## src/inc/evrt_pkg.sv

```systemverilog
// evrt_pkg: constants, enumerations and carriers of the event channel router.
// assumes a single 100 MHz clock and a plain strobe register port.
package evrt_pkg;

    // register port widths and user count
    localparam int          EVRT_AW       = 8;
    localparam int          EVRT_DW       = 32;
    localparam int          EVRT_USERS    = 4;

    // register offsets (byte addresses)
    localparam logic [7:0]  OFS_CONFIG    = 8'h00;  // channel_config_reg_n
    localparam logic [7:0]  OFS_MASK      = 8'h04;  // interrupt enable mask
    localparam logic [7:0]  OFS_FLAG      = 8'h08;  // channel_flag_reg_n
    localparam logic [7:0]  OFS_STATE     = 8'h0C;  // channel_state_reg

    // config field positions
    localparam int          CFG_PATH_LSB  = 0;      // two bits: path
    localparam int          CFG_EDGE_LSB  = 2;      // two bits: edge_select
    localparam int          CFG_USER_LSB  = 8;      // user connection mask

    // flag / mask bit positions
    localparam int          FLG_OVR       = 0;      // overrun_flag
    localparam int          FLG_EVD       = 1;      // event_detected_flag

    // state field positions
    localparam int          ST_BUSY       = 0;      // some user still handling
    localparam int          ST_RDY        = 1;      // all connected users ready
    localparam int          ST_PEND_LSB   = 8;      // per-user pending
    localparam int          ST_URDY_LSB   = 12;     // per-user ready

    // reset values
    localparam logic [31:0] RST_CONFIG    = 32'h0000_0000;
    localparam logic [1:0]  RST_FLAGS     = 2'h0;
    localparam logic [1:0]  RST_MASK      = 2'h0;

    // latency bounds in channel clock cycles
    localparam int          LAT_SYNC      = 1;
    localparam int          LAT_RESYNC    = 3;
    localparam int          LAT_USER      = 3;

    // path selection
    typedef enum logic [1:0] {
        PATH_SYNC   = 2'b00,
        PATH_RESYNC = 2'b01,
        PATH_ASYNC  = 2'b10
    } evrt_path_type;

    // edge_select encoding
    typedef enum logic [1:0] {
        EDGE_NONE    = 2'b00,
        EDGE_RISING  = 2'b01,
        EDGE_FALLING = 2'b10,
        EDGE_BOTH    = 2'b11
    } evrt_edge_type;

    // one register port request
    typedef struct packed {
        logic [EVRT_AW-1:0] addr;
        logic [EVRT_DW-1:0] wdata;
        logic               wr;
        logic               rd;
    } evrt_req_type;

endpackage

```

## src/design/evrt_channel.sv

```systemverilog
// evrt_channel: one channel of the event_router, carrying events from a generator
// to up to four users (single pulses on sync and resync, the level on async), with flags and interrupt.
// assumes all inputs synchronous to clock except gen_level on the
// resynchronized path, which is brought in through two flip-flops.
//
// Operation
// - sync path raises interrupts, updates status
// - resync path resynchronizes generator inside channel
// - resync path raises interrupts, updates status
// - edge_select picks rising, falling or both
// - sync path delivers within one cycle
// - resync path delivers within three cycles
// - user sees event within three cycles
// - overrun when user not ready or busy
// - overrun never set on async path
// - event_detected_flag set on each sync or resync path event
// - debugger writes bypass access_guard protection
//
// The address-and-strobe port and the placing of the registers are this design's own decisions.
`timescale 1ns/10ps
module evrt_channel (
    input  wire logic                              clock,
    input  wire logic                              resetn,
    input  wire evrt_pkg::evrt_req_type            req,
    output logic [evrt_pkg::EVRT_DW-1:0]           rdata,
    input  wire logic                              guard_protect,
    input  wire logic                              debug_access,
    input  wire logic                              gen_level,
    input  wire logic [evrt_pkg::EVRT_USERS-1:0]   user_ready,
    input  wire logic [evrt_pkg::EVRT_USERS-1:0]   user_done,
    output logic [evrt_pkg::EVRT_USERS-1:0]        user_event,
    output logic                                   irq
);
    import evrt_pkg::*;

    // decoded configuration fields
    function automatic evrt_path_type cfg_path(input logic [31:0] c);
        cfg_path = evrt_path_type'(c[CFG_PATH_LSB +: 2]);
    endfunction

    function automatic evrt_edge_type cfg_edge(input logic [31:0] c);
        cfg_edge = evrt_edge_type'(c[CFG_EDGE_LSB +: 2]);
    endfunction

    // edge qualifier shared by both clocked paths
    function automatic logic edge_hit(input evrt_edge_type e, input logic cur,
                                      input logic prv);
        case (e)
            EDGE_RISING:  edge_hit = cur & ~prv;
            EDGE_FALLING: edge_hit = ~cur & prv;
            EDGE_BOTH:    edge_hit = cur ^ prv;
            default:      edge_hit = 1'b0;
        endcase
    endfunction

    // register state
    logic [31:0]           config_q, config_d;     // channel_config_reg_n
    logic [1:0]            mask_q, mask_d;         // interrupt enables
    logic [1:0]            flags_q, flags_d;       // channel_flag_reg_n
    logic [31:0]           rdata_q, rdata_d;       // read data, one cycle later
    logic                  irq_q, irq_d;
    // event path state
    logic                  sync1_q, sync1_d;       // resync first stage
    logic                  sync2_q, sync2_d;       // resync second stage
    logic                  prev_s_q, prev_s_d;     // last sampled level, sync
    logic                  prev_r_q, prev_r_d;     // last level, resync
    logic [EVRT_USERS-1:0] uev_q, uev_d;           // event pulse to users
    logic [EVRT_USERS-1:0] pend_q, pend_d;         // users still handling

    // combinational helpers
    evrt_path_type         path;
    evrt_edge_type         edge_sel;
    logic [EVRT_USERS-1:0] users;
    logic                  ev_sync, ev_resync, ev_new, overrun;
    logic                  wr_ok;
    logic [31:0]           state_word;

    // field decode and event detection
    always_comb begin
        path       = cfg_path(config_q);
        edge_sel   = cfg_edge(config_q);
        users      = config_q[CFG_USER_LSB +: EVRT_USERS];
        // sync path compares the live level with last cycle's sample
        ev_sync    = edge_hit(edge_sel, gen_level, prev_s_q);
        // resync path only looks at the second stage
        ev_resync  = edge_hit(edge_sel, sync2_q, prev_r_q);
        case (path)
            PATH_SYNC:   ev_new = ev_sync;
            PATH_RESYNC: ev_new = ev_resync;
            default:     ev_new = 1'b0;            // async carries no flags
        endcase
        // a connected user not ready, or still busy with the last one
        overrun    = ev_new & (|(users & (~user_ready | pend_q)));
        // debugger writes are never blocked by the guard
        wr_ok      = req.wr & (~guard_protect | debug_access);
        state_word = '0;
        state_word[ST_BUSY]                  = |pend_q;
        state_word[ST_RDY]                   = &(~users | user_ready);
        state_word[ST_PEND_LSB +: EVRT_USERS] = pend_q;
        state_word[ST_URDY_LSB +: EVRT_USERS] = user_ready;
    end

    // event path next state
    always_comb begin
        sync1_d  = gen_level;
        sync2_d  = sync1_q;
        prev_s_d = gen_level;
        prev_r_d = sync2_q;
        case (path)
            // one-cycle delivery from the input edge
            PATH_SYNC:   uev_d = ev_sync ? users : '0;
            // two sync stages plus the output flop: three cycles
            PATH_RESYNC: uev_d = ev_resync ? users : '0;
            // async: level passed on through the output flop, one cycle later
            PATH_ASYNC:  uev_d = gen_level ? users : '0;
            default:     uev_d = '0;
        endcase
        // pending tracks who has not handled the event; a new delivery
        // in the same cycle as a done re-arms the user
        pend_d = (pend_q & ~user_done) | (ev_new ? users : '0);
    end

    // event path registers
    always_ff @(posedge clock or negedge resetn) begin
        if (!resetn) begin
            sync1_q  <= 1'b0;
            sync2_q  <= 1'b0;
            prev_s_q <= 1'b0;
            prev_r_q <= 1'b0;
            uev_q    <= '0;
            pend_q   <= '0;
        end else begin
            sync1_q  <= sync1_d;
            sync2_q  <= sync2_d;
            prev_s_q <= prev_s_d;
            prev_r_q <= prev_r_d;
            uev_q    <= uev_d;
            pend_q   <= pend_d;
        end
    end

    // register file next state
    always_comb begin
        config_d = config_q;
        mask_d   = mask_q;
        flags_d  = flags_q;
        rdata_d  = '0;                             // unmapped reads give zero
        irq_d    = 1'b0;
        if (wr_ok) begin
            case (req.addr)
                OFS_CONFIG: config_d = req.wdata;
                OFS_MASK:   mask_d   = req.wdata[1:0];
                // write one clears a flag
                OFS_FLAG:   flags_d  = flags_q & ~req.wdata[1:0];
                default:    ;
            endcase
        end
        if (req.rd) begin
            case (req.addr)
                OFS_CONFIG: rdata_d = config_q;
                OFS_MASK:   rdata_d = {30'h0000_0000, mask_q};
                OFS_FLAG: begin
                    rdata_d = {30'h0000_0000, flags_q};
                    flags_d = 2'h0;                // reading clears the flags
                end
                OFS_STATE:  rdata_d = state_word;  // status kept live
                default:    rdata_d = '0;
            endcase
        end
        // hardware sets win over a read or write-one clear in the same cycle
        if (ev_new) begin
            flags_d[FLG_EVD] = 1'b1;
        end
        if (overrun) begin
            flags_d[FLG_OVR] = 1'b1;
        end
        // async path always shows a clear overrun flag
        if (cfg_path(config_d) == PATH_ASYNC) begin
            flags_d[FLG_OVR] = 1'b0;
        end
        // level interrupt while any enabled flag stands
        irq_d = |(flags_d & mask_d);
    end

    // register file registers
    always_ff @(posedge clock or negedge resetn) begin
        if (!resetn) begin
            config_q <= RST_CONFIG;
            mask_q   <= RST_MASK;
            flags_q  <= RST_FLAGS;
            rdata_q  <= '0;
            irq_q    <= 1'b0;
        end else begin
            config_q <= config_d;
            mask_q   <= mask_d;
            flags_q  <= flags_d;
            rdata_q  <= rdata_d;
            irq_q    <= irq_d;
        end
    end

    // outputs straight from flops
    assign rdata      = rdata_q;
    assign user_event = uev_q;
    assign irq        = irq_q;
endmodule

```

## config.mk

```make
export PLATFORM = sky130hd
export DESIGN_NAME = evrt_channel
export DESIGN_NICKNAME = d
export VERILOG_FILES = /design/src/inc/evrt_pkg.sv /design/src/design/evrt_channel.sv
export SDC_FILE = /design/constraint.sdc
export NUM_CORES = 1
export LEC_CHECK = 0
export BUFFER_PORTS_ARGS = -buffer_cell sky130_fd_sc_hd__buf_2
export CAP_MARGIN = 10
export CORE_AREA = 5 5 97 99
export DETAILED_ROUTE_END_ITERATION = 10
export DIE_AREA = 0 0 102 104
export PLACE_DENSITY_LB_ADDON = 0.12
export RECOVER_POWER = 50
export SKIP_CTS_REPAIR_TIMING = 1
export SYNTH_ARGS = -nofsm -noshare
export SYNTH_HDL_FRONTEND = slang
export SYNTH_SLANG_ARGS = --single-unit
```

## constraint.sdc

```tcl
create_clock -name clock -period 3.14 [get_ports clock]
set_input_delay 0.314 -clock clock [delete_from_list [all_inputs] [get_ports clock]]
set_output_delay 0.314 -clock clock [all_outputs]
set_load 0.02 [all_outputs]
```

==> flow_summary_export.csv <==
group,metric,value,unit
final_layout,fill_cells,797,
sta,hold_violations,0,
final_layout,layout.nets,386,
place,dp_cells,424,
drt,dr_total_vias,2053,
worst_setup_path,critPathMaxFanout,3,
clocking,clock_path_buffers,2,
yosys,synth-compound-area-share,5.30,%
clocking,htreeDepth,3,
global_routing,grt_pass1_wl,10100,um
drt,routed_wl,6400,um
worst_hold_path,hp-class,"in2reg",
worst_setup_path,cp.required,3.38,ns
pwr,clkPwrFrac,45.0,%
drt,drt-initial-drc-count,66,
worst_setup_path,critPathArrivalTime,2.32,ns
yosys,syn_nets,291,
yosys,yosysWarnings,0,
worst_setup_path,path_class,"reg2reg",
pwr,seqPwrFrac,49.6,%
pwr,p_sw,438,uW
global_routing,grt_pass1_vias,2048,
place,dp_hpwl,4490,um
yosys,synthXorXnorAreaFrac,0,%
pwr,p_int,1.72,mW
clocking,cts.sinks,80,
sta,fmax,0.482,GHz
run_status,status,"complete, but fails checks",
job,drv_cap,1,
die,coreArea,8470,um2
sta,tightest_slew,1.94,ns
pwr,ir_drop,283,uV
sta,clock_skew,0.0106,ns
yosys,synth_top_family_by_area,"multiplexers",
clocking,clkTransAtPathRegs,0.09,ns
yosys,synthMuxAreaShare,14.9,%
global_routing,grt_antenna_before_repair,0,
pwr,leakage,2.07,nW
sta,fin_crit_sh,66.1,%
global_routing,grt_overflow_total,0,
final_layout,finalNonFillerCells,440,
yosys,syn_area,3160,um2
yosys,netlist-cell-type-count,26,
clocking,insertion_delay,0.35,ns
drt,vias_per_cell,4.67,
worst_setup_path,cp-end-kind,"flop",
final_layout,final_cell_mix,"buf_2 (81), dfrtp_1 (80), mux2_2 (34)",
die,die_x,102,um
pwr,p_per_area,545,nW/um2
drt,ant_nets,0,
die,num_rows,34,
pwr,switching_share,20.3,%
sta,setup-violations-final,0,
run_status,failed_checks,"max-capacitance violations, max-slew violations",
place,port_buffers,91,
drt,wl_per_cell,14.6,um
place,place_congestion,0.739,
sta,fin_setup_tns,0,ns
drt,dr.pass1.iters,4,
sta,drv_slew,81,
final_layout,multi_input_area,1060,um2
final_layout,areaGrowthSynthToFinish,25.3,%
clocking,cts_tree,"built",
die,die_area,10600,um2
final_layout,seqCellArea,2000,um2
clocking,cts-root-buf,"clkbuf_8",
yosys,yosysSeqAreaShare,63.3,%
die,ioPinCount,92,
die,start_util,37.3,%
yosys,netlist_instances,232,
pwr,combPwrFrac,5.4,%
drt,drc,0,
yosys,synthAdderAreaFrac,1.58,%
global_routing,grt_max_degree,81,
global_routing,grt_use_total,12.2,%
die,die_h,104,um
sta,rsz0062_at_grt,"false",
yosys,yosys.area_share.simple,12.0,%
sta,max_slew_margin,-29.5,%
sta,fin_crit,2.07,ns
yosys,ys_ff_latch,80,
worst_setup_path,startpoint_type,"flop",
final_layout,antennaDiodeCount,0,
yosys,avgSynthCellArea,13.6,um2
clocking,cts-buffers-inserted,9,
final_layout,final_common_cell,"buf_2",
final_layout,drive_above_1_share,41.3,%
sta,hold_ws,0.141,ns
[synth_stat cells (all sizes together)]
library cell / n / area share, %
and2: 28 / 5.5
mux4: 3 / 2.1
and3: 1 / 0.20
nor2b: 8 / 1.6
nor2: 11 / 1.3
buf: 3 / 0.71
mux2: 35 / 12
mux2i: 1 / 0.32
ha: 4 / 1.6
dfrtp: 80 / 63
nand4: 2 / 0.40
a31oi: 2 / 0.40
a2111oi: 1 / 0.28
o21ai: 7 / 1.1
a22oi: 11 / 2.6
nand3: 1 / 0.16
nand2b: 1 / 0.20
a32oi: 1 / 0.28
nor3: 1 / 0.16
inv: 12 / 1.4
a32o: 2 / 0.63
nor4: 3 / 1.5
nand2: 8 / 0.95
clkbuf: 6 / 0.71
[registers in the layout (all words and copies together) (netlist names)]
signal / count
user_event: 4
prev_s_q: 1
prev_r_q: 1
mask_q: 2
rdata: 32
prev_r_d: 1
config_q: 32
pend_q: 4
irq: 1
flags_q: 2
[stage by stage]
| stage | worst slack (ns) | util [%] | area, um2 | power, mW |
|---|---|---|---|---|
| 6_report | 1.07 | 46.8 | 3960 | 2.16 |
| 3_5_place_dp | 0.984 | 44.1 | 3730 | 1.21 |
| 2_1_floorplan | 1.30 | - | 3160 | 1.14 |
| 3_3_place_gp | 1.04 | 44.1 | 3730 | 1.21 |
| 5_1_grt | 0.906 | 46.8 | 3960 | 2.24 |
| 4_1_cts | 1.07 | 47.1 | 3990 | 2.19 |
[final timing paths]
path                                    from            to  slack (ns)  cells past startpoint
worst min-delay path            user_done[1]     pend_q[1]        0.14                      2
worst max-delay path                prev_r_d           irq        1.07                      6
max in group asynchronous             resetn  config_q[11]        1.49                      1
worst max register to register      prev_r_d           irq        1.07                      6
worst min register to register      prev_s_q      prev_r_d        0.42                      0
min in group asynchronous             resetn      rdata[7]        0.51                      1
[critical path, stage by stage (launching register included)]
cell,delay [ns]
dfrtp_1,0.40
ha_1,0.27
inv_1,0.04
mux4_2,0.48
a32oi_1,0.31
o21ai_0,0.19
a32o_1,0.29
[cells by family after synthesis]
logic type	count (synthesis)
multiplexers	39
AND/OR/NAND/NOR	64
adder cells (fa/ha/maj)	4
buffers and inverters	21
flip-flops	80
AO/OA/AOI/OAI	24
[power groups by stage]
stage / Sequential [mW] / Clock (mW) / Combinational, mW
after floorplan: 1.09 / 0 / 0.0528
after global placement: 1.09 / 0 / 0.122
after detailed placement: 1.09 / 0 / 0.122
after CTS: 1.07 / 1.00 / 0.123
after global routing: 1.07 / 1.04 / 0.133
final: 1.07 / 0.972 / 0.117
[final cells by class]
class	count	area share (%)
sequential	80	50.5
multi-input combinational	131	26.8
timing repair buffer	93	11.6
tap	108	3.41
clock buffer	11	3.32
clock inverter	5	3.25
inverter	12	1.14
[routing by layer]
layer	global-route usage [%]	part of all wire (%)	vias up
met1	17.2	47	990
met2	17.4	44	72
met4	5.06	1.8	0
met3	3.76	7.7	10
li1	-	-	981
met5	0	0	-
(Power assumes the default switching activity.)
